--- src/pmw_pkg.sv ---
// Package: constants and carriers for the power management register bank
package pmw_pkg;

  // Register byte offsets within the capability structure
  localparam logic [7:0] PMW_CAP_OFFSET = 8'h02;
  localparam logic [7:0] PMW_CSR_OFFSET = 8'h04;

  // Capability word fields
  localparam logic [2:0] PMW_PM_VERSION = 3'h2;
  localparam logic [4:0] PMW_PME_SUPPORT_NOAUX = 5'h09;
  localparam logic [4:0] PMW_PME_SUPPORT_AUX = 5'h19;
  localparam int PMW_CAP_SUPPORT_LSB = 11;
  localparam int PMW_CAP_LIGHT_SLEEP_BIT = 9;
  localparam int PMW_CAP_DSI_BIT = 5;
  localparam int PMW_CAP_PME_CLOCK_BIT = 3;

  // Control/status word fields
  localparam int PMW_CSR_STATUS_BIT = 15;
  localparam int PMW_CSR_SCALE_LSB = 13;
  localparam int PMW_CSR_SELECT_LSB = 9;
  localparam int PMW_CSR_ENABLE_BIT = 8;
  localparam int PMW_CSR_STATE_LSB = 0;

  // Power state encodings
  localparam logic [1:0] PMW_STATE_D0 = 2'h0;
  localparam logic [1:0] PMW_STATE_D3 = 2'h3;

  // Data scale values
  localparam logic [1:0] PMW_SCALE_TENTH_WATT = 2'h1;
  localparam logic [1:0] PMW_SCALE_UNKNOWN = 2'h0;

  // Reset values
  localparam logic [3:0] PMW_SELECT_RESET = 4'h0;
  localparam logic [15:0] PMW_RDATA_RESET = 16'h0000;

  // One configuration access, taken in a single cycle
  typedef struct packed {
    logic valid;
    logic we;
    logic [7:0] addr;
    logic [1:0] be;
    logic [15:0] wdata;
  } pmw_cfg_req_s;

  // Settings loaded from the configuration EEPROM
  typedef struct packed {
    logic loaded;
    logic pm_enable;
    logic pme_clock;
    logic manageability;
  } pmw_ee_cfg_s;

endpackage

--- src/pmw_rise.sv ---
// Rising edge detector for a synchronous level input
`timescale 1ns/100ps
module pmw_rise (
  input wire logic mclk,
  input wire logic reset,
  input wire logic level,
  output logic rise
);
  logic prev;
  logic next_prev;

  always_comb begin
    next_prev = level;
  end

  always_ff @(posedge mclk) begin
    if (reset) begin
      prev <= 1'b1;
    end else begin
      prev <= next_prev;
    end
  end

  assign rise = level & ~prev;
endmodule

--- src/pmw_flag.sv ---
// Sticky flag: set wins over software clear, hard clear wins over all
`timescale 1ns/100ps
module pmw_flag (
  input wire logic mclk,
  input wire logic reset,
  input wire logic set,
  input wire logic sw_clr,
  input wire logic hard_clr,
  output logic q
);
  logic next_q;

  always_comb begin
    if (hard_clr) begin
      next_q = 1'b0;
    end else begin
      next_q = set | (q & ~sw_clr);
    end
  end

  always_ff @(posedge mclk) begin
    if (reset) begin
      q <= 1'b0;
    end else begin
      q <= next_q;
    end
  end
endmodule

--- src/pmw_csr.sv ---
// Power management capability and control/status register bank
`timescale 1ns/100ps
module pmw_csr (
  input wire logic mclk,
  input wire logic reset,
  input pmw_pkg::pmw_cfg_req_s cfg_req,
  output logic cfg_ack,
  output logic [15:0] cfg_rdata,
  input pmw_pkg::pmw_ee_cfg_s ee_cfg,
  input wire logic aux_power,
  input wire logic standby_supply_good,
  input wire logic pci_rst_n,
  input wire logic wake_event,
  input wire logic magic_event,
  input wire logic legacy_magic_wake,
  output logic pme_n_out,
  output logic pme_oe,
  output logic [1:0] current_power_state,
  output logic [1:0] data_scale,
  output logic [3:0] data_select,
  output logic wake_enable,
  output logic wake_status
);
  import pmw_pkg::*;

  logic pci_rise;
  logic hard_clr;
  logic wr_csr;
  logic rd_cap;
  logic rd_csr;
  logic status_clr;
  logic status_set;
  logic legacy_set;
  logic legacy_hold;
  logic status_q;
  logic [15:0] cap_word;
  logic [15:0] csr_word;
  logic [1:0] scale_now;

  logic next_ack;
  logic [15:0] next_rdata;
  logic [1:0] next_state;
  logic [3:0] next_select;
  logic next_enable;
  logic next_pme_oe;
  logic [1:0] next_scale;
  logic next_status_out;

  // Trailing edge of the PCI reset
  pmw_rise u_rst_edge (
    .mclk(mclk),
    .reset(reset),
    .level(pci_rst_n),
    .rise(pci_rise)
  );

  // Loss of standby power always clears; PCI reset only without aux
  assign hard_clr = ~standby_supply_good | (pci_rise & ~aux_power);

  assign wr_csr = cfg_req.valid & cfg_req.we
    & (cfg_req.addr == PMW_CSR_OFFSET);
  assign rd_cap = cfg_req.valid & ~cfg_req.we
    & (cfg_req.addr == PMW_CAP_OFFSET);
  assign rd_csr = cfg_req.valid & ~cfg_req.we
    & (cfg_req.addr == PMW_CSR_OFFSET);

  assign status_clr = wr_csr & cfg_req.be[1]
    & cfg_req.wdata[PMW_CSR_STATUS_BIT];
  assign status_set = wake_event
    | (magic_event & legacy_magic_wake);
  assign legacy_set = magic_event & legacy_magic_wake;

  // Wake status flag
  pmw_flag u_status (
    .mclk(mclk),
    .reset(reset),
    .set(status_set),
    .sw_clr(status_clr),
    .hard_clr(hard_clr),
    .q(status_q)
  );

  // Legacy wake hold, ends with status clear or legacy mode off
  pmw_flag u_legacy (
    .mclk(mclk),
    .reset(reset),
    .set(legacy_set),
    .sw_clr(status_clr),
    .hard_clr(hard_clr | ~legacy_magic_wake),
    .q(legacy_hold)
  );

  // Data scale from manageability and selected data item
  always_comb begin
    scale_now = PMW_SCALE_UNKNOWN;
    if (ee_cfg.manageability) begin
      case (data_select)
        4'h0, 4'h3, 4'h4, 4'h7: begin
          scale_now = PMW_SCALE_TENTH_WATT;
        end
        default: begin
          scale_now = PMW_SCALE_UNKNOWN;
        end
      endcase
    end
  end

  // Read words
  always_comb begin
    cap_word = 16'h0000;
    if (ee_cfg.pm_enable) begin
      cap_word[PMW_CAP_SUPPORT_LSB +: 5] = aux_power ?
        PMW_PME_SUPPORT_AUX : PMW_PME_SUPPORT_NOAUX;
    end
    cap_word[PMW_CAP_LIGHT_SLEEP_BIT] = 1'b0;
    cap_word[8:6] = 3'h0;
    cap_word[PMW_CAP_DSI_BIT] = 1'b1;
    cap_word[PMW_CAP_PME_CLOCK_BIT] = ee_cfg.loaded
      & ee_cfg.pme_clock;
    cap_word[2:0] = PMW_PM_VERSION;
    csr_word = 16'h0000;
    csr_word[PMW_CSR_STATUS_BIT] = status_q;
    csr_word[PMW_CSR_SCALE_LSB +: 2] = scale_now;
    csr_word[PMW_CSR_SELECT_LSB +: 4] = data_select;
    csr_word[PMW_CSR_ENABLE_BIT] = wake_enable;
    csr_word[PMW_CSR_STATE_LSB +: 2] = current_power_state;
  end

  // Register next values
  always_comb begin
    next_ack = cfg_req.valid;
    next_rdata = PMW_RDATA_RESET;
    if (rd_cap) begin
      next_rdata = cap_word;
    end else if (rd_csr) begin
      next_rdata = csr_word;
    end
    next_state = current_power_state;
    if (pci_rise) begin
      next_state = PMW_STATE_D0;
    end else if (wr_csr && cfg_req.be[0] && ee_cfg.pm_enable
        && (cfg_req.wdata[1:0] == PMW_STATE_D0
        || cfg_req.wdata[1:0] == PMW_STATE_D3)) begin
      next_state = cfg_req.wdata[1:0];
    end
    next_select = data_select;
    if (wr_csr && cfg_req.be[1] && ee_cfg.pm_enable) begin
      next_select = cfg_req.wdata[PMW_CSR_SELECT_LSB +: 4];
    end
    next_enable = wake_enable;
    if (hard_clr) begin
      next_enable = 1'b0;
    end else if (wr_csr && cfg_req.be[1]) begin
      next_enable = cfg_req.wdata[PMW_CSR_ENABLE_BIT]
        & ee_cfg.pm_enable;
    end
    next_pme_oe = (status_q & wake_enable) | legacy_hold;
    next_scale = scale_now;
    next_status_out = status_q;
  end

  always_ff @(posedge mclk) begin
    if (reset) begin
      cfg_ack <= 1'b0;
      cfg_rdata <= PMW_RDATA_RESET;
      current_power_state <= PMW_STATE_D0;
      data_select <= PMW_SELECT_RESET;
      wake_enable <= 1'b0;
      pme_oe <= 1'b0;
      pme_n_out <= 1'b0;
      data_scale <= PMW_SCALE_UNKNOWN;
      wake_status <= 1'b0;
    end else begin
      cfg_ack <= next_ack;
      cfg_rdata <= next_rdata;
      current_power_state <= next_state;
      data_select <= next_select;
      wake_enable <= next_enable;
      pme_oe <= next_pme_oe;
      pme_n_out <= 1'b0;
      data_scale <= next_scale;
      wake_status <= next_status_out;
    end
  end
endmodule

--- config.mk ---
export PLATFORM = sky130hd
export DESIGN_NAME = pmw_csr
export DESIGN_NICKNAME = d
export VERILOG_FILES = /design/src/pmw_pkg.sv /design/src/pmw_rise.sv /design/src/pmw_flag.sv /design/src/pmw_csr.sv
export SDC_FILE = /design/constraint.sdc
export NUM_CORES = 1
export LEC_CHECK = 0
export BUFFER_PORTS_ARGS = -buffer_cell sky130_fd_sc_hd__buf_2
export CAP_MARGIN = 20
export CORE_MARGIN = 5
export CORE_UTILIZATION = 36
export DETAILED_ROUTE_END_ITERATION = 6
export GPL_ROUTABILITY_DRIVEN = 0
export PLACE_DENSITY_LB_ADDON = 0.2
export SKIP_CTS_REPAIR_TIMING = 1
export SLEW_MARGIN = 10
export SYNTH_ARGS = -nofsm -noshare
export SYNTH_HDL_FRONTEND = slang
export SYNTH_SLANG_ARGS = --single-unit
--- constraint.sdc ---
create_clock -name mclk -period 1.6 [get_ports mclk]
set_input_delay 0.16 -clock mclk [delete_from_list [all_inputs] [get_ports mclk]]
set_output_delay 0.16 -clock mclk [all_outputs]
set_load 0.01 [all_outputs]
After elaboration in Yosys (flattened, before gate mapping) --
Cells that the tools add are included.
Cells by class: $add $sub $neg 0, $mul 0, divide/modulo/power cells 0, magnitude comparators 0, equality and inequality tests 6, shifts and indexed selects 0, multiplexer cells 6, bitwise operators 28, reductions and logical operators 14
Operator list (number):
- $mux W16 | 2
- $and A1 B1 Y1 | 15
- $mux W5 | 2
- $eq A4 B3 Y1 const B | 2
- $eq A8 B2 Y1 const B | 1
- $eq A8 B3 Y1 const B | 1
- $reduce_or A2 Y1 | 4
- $not A1 Y1 | 7
- $or A1 B1 Y1 | 6
- $logic_and A1 B1 Y1 | 5
- $eq A4 B2 Y1 const B | 1
- $logic_not A4 Y1 | 1
- $reduce_or A4 Y1 | 1
- $reduce_or A3 Y1 | 1
- $eq A2 B2 Y1 const B | 1
- $logic_not A2 Y1 | 1
- $mux W1 | 2
- $logic_or A1 B1 Y1 | 1
Word-level totals: register bits 31, latch bits 0, memory bits (writable) 0, ROM bits 0, input bits 40, output and inout bits 29, word-level logic and storage cells 67, memories kept 0

Logic depth before layout (Yosys ltp) --
depth in word-level cells 7, mapped depth 5, mapped depth without buffers 4

By module --
From an unflattened synthesis, not the netlist that was laid out.
Second synthesis, totals: cells, all modules 97, area total of the unflattened synthesis 1038.5 µm²
By module, submodules not included:
- pmw_csr | times used 1, cells each 86, area an instance 915.9 µm², sequential area each 460.4 µm²
- pmw_flag | times used 2, cells each 4, area an instance 45.0 µm², sequential area each 20.0 µm²
- pmw_rise | times used 1, cells each 3, area an instance 32.5 µm², sequential area each 20.0 µm²

Worst setup path before layout --
No wires, ideal clock.
kind input to register, start point input port cfg_req[21] (netlist name), end point register wake_enable, setup time 72 ps, arrival 1179 ps, required time 1528 ps, path slack 349 ps, stages 4, path buffers 0, cells stage by stage nor4b_4 nand4b_4 or3_1 a21oi_1
Between the ends: cells in the longest elaborated chain, start to end 3
RTL lines:
- start, declared | RTL line pmw_csr.sv:6 | input pmw_pkg::pmw_cfg_req_s cfg_req,
- $eq A8 B3 Y1 | RTL line pmw_csr.sv:61 | & (cfg_req.addr == PMW_CSR_OFFSET);
- $and A1 B1 Y1 | RTL line pmw_csr.sv:61
- $logic_and A1 B1 Y1 | RTL line pmw_csr.sv:153 | end else if (wr_csr && cfg_req.be[1]) begin
- end signal, assigned | RTL line pmw_csr.sv:178 | wake_enable <= next_enable;
- end, declared | RTL line pmw_csr.sv:21 | output logic wake_enable,
Every way passes these cells. A chain may end at the register's enable or synchronous reset.

Worst setup path after layout --
Same ends and word-level chain as after synthesis.

==> flow_summary.json <==
{
  "status": "finished clean",
  "mostFrequentLayoutCell": "buf_2",
  "final_cell_count_no_fill": 184,
  "cts_tree": "built",
  "setup_viol": 0,
  "critPathLaunch": "cfg_req[21]",
  "rsz0062_at_grt": "false",
  "r2r-start": "u_rst_edge.prev",
  "syn_area_per_cell_sq_um": 10.5,
  "grt_pass1_vias": 832,
  "wire_per_inst_um": 11.8,
  "cts_root_buf": "clkbuf_4",
  "die_area_sq_um": 3940,
  "drtAntennaViolNets": 0,
  "yosysSeqAreaShare": 0.520,
  "worstSetupPathType": "in2reg",
  "grt_first_pass_wirelength_um": 3390,
  "period_share": 0.721,
  "cts_buffer_depth": 2,
  "min_path_cells": 3,
  "grt_util_all_layers": 0.106,
  "hold_start": "pci_rst_n",
  "die_w_um": 62.7,
  "start_kind": "primary input",
  "cts.sink_count": 26,
  "io_pins": 69,
  "min_path_type": "in2reg",
  "path_max_fanout": 8,
  "core_sq_um": 2710,
  "antennaDiodeCount": 0,
  "power_mw": 1.19,
  "grt_max_degree": 16,
  "worst_ep_arrival_time_ps": 1410,
  "num_vias": 862,
  "synth.cell_area_sq_um": 1000,
  "numCtsBuffers": 3,
  "final_area_sq_um": 1350,
  "drt_iter0_drc": 16,
  "hpwl_um": 1870,
  "n_fill_cell": 265,
  "synth_cells": 95,
  "worstSkewPairLatency_ps": 310,
  "hold_violations": 0,
  "antenna_found_initial": 0,
  "tns_ps": 0,
  "htree_levels": 1,
  "final_layout_size_suffix_gt1_frac": 0.418,
  "final_cell_mix": "buf_2 (54), dfxtp_1 (26), and2_1 (6), conb_1 (6)",
  "whs_ps": 32.0,
  "worst_pin_slew_ps": 639,
  "fin_ws_ps": 446,
  "yosysUniqueCellTypes": 31,
  "max_slew_margin": 0.568,
  "clk_pin_slew_ps": 140,
  "viasPerCell": 4.68,
  "syn2layout_area_growth_pct": 34.6,
  "dpl_cell_area_sq_um": 1290,
  "clock.fmax_ghz": 0.867,
  "period_minus_slack_ps": 1150,
  "ir_drop_v": 0.000716,
  "rows": 19,
  "r2r_cells": 2,
  "dpl.cell_count": 180,
  "fin_skew_ps": 12.8,
  "drt_first_pass_iters": 4,
  "maxCapViolCount": 0,
  "fp.dieH_um": 62.7,
  "leakagePower_nw": 0.762,
  "drc": 0,
  "grt-ovfl-total": 0,
  "port_buffers": 54,
  "ys_ff_latch": 26,
  "worstPathRequired_ps": 1860,
  "pwr_density_cell_nw_per_um2": 880,
  "fin_util": 0.497,
  "end_kind": "register",
  "dpl_worst_slack_ps": 117,
  "start_util": 0.369,
  "ys_warn_count": 0,
  "routed_wl_um": 2180,
  "fin_nets": 194,
  "drv_slew": 0
}
## cell type report
cell class	instances	area [sq um]	area share
clock buffer	3	22.5	0.0167
clock inverter	1	30.0	0.0223
inverter	4	15.0	0.0111
multi-input combinational	63	435	0.323
sequential	26	520	0.386
tap	31	38.8	0.0288
timing repair buffer	56	285	0.212
## flip-flops by register name, indices dropped and copies added, names as in the netlist
signal,cells
pme_oe,1
u_status.q,1
cfg_ack,1
u_legacy.q,1
data_select,4
wake_status,1
data_scale,1
wake_enable,1
cfg_rdata,12
u_rst_edge.prev,1
current_power_state,2
## critical path, cell delays in order
cell,delay [ps]
buf_2,110
nor4b_4,400
nand4b_4,200
or3_1,400
a21oi_1,140
## metal layers
metal | share of wire | track usage | wire (um) | up-vias
met5 | 0 | 0 | 0 | -
met4 | 0.013 | 0.0557 | 28 | 0
met3 | 0.10 | 0.0360 | 226 | 2
met2 | 0.47 | 0.172 | 1010 | 38
met1 | 0.42 | 0.123 | 908 | 376
li1 | - | - | - | 446
## power breakdown
group,internal (mW),total [mW],switching (mW)
clock,0.253,0.433,0.180
combinational,0.0457,0.0952,0.0495
sequential,0.655,0.658,0.00278
## kinds of logic after synthesis
group	count (synthesis)	synth area share
other	1	0.00375
xor gates and xnor gates	1	0.00875
buffers and inverters	11	0.0637
and+or+nand+nor	35	0.249
muxes	4	0.0400
AOI/OAI and AO/OA	17	0.115
DFF	26	0.520
## Yosys cell counts
library cell   n  area [sq um]
a21o_1         2          15.0
mux2i_1        4          40.0
and3_1         3          18.8
a211oi_1       1          7.51
o311ai_0       3          26.3
and4_1         1          8.76
nand4_1        1          6.26
buf_4          6          45.0
nand2_1        5          18.8
dfxtp_1       26           521
and3b_1        1          8.76
conb_1         1          3.75
a22o_1         1          8.76
nor4b_1        2          17.5
nand3_1        2          10.0
o211ai_1       2          15.0
o21a_1         1          7.51
inv_1          4          15.0
nor2_1         5          18.8
and2_1         6          37.5
o21ai_0        3          15.0
clkbuf_1       1          3.75
or3_1          1          6.26
nor4b_4        1          23.8
and4b_1        1          10.0
nor2b_1        2          12.5
nor3_2         2          20.0
nand4b_4       1          23.8
xor2_1         1          8.76
nor3b_1        1          7.51
a21oi_1        4          20.0
## path summary, 6_finish.rpt
check / end / slack, ps
worst min register to register: data_scale[0] / 470
worst max-delay path: wake_enable / 450
worst max register to register: u_legacy.q / 450
worst min-delay path: u_rst_edge.prev / 30
No activity file was read; power rests on OpenSTA's default activity.
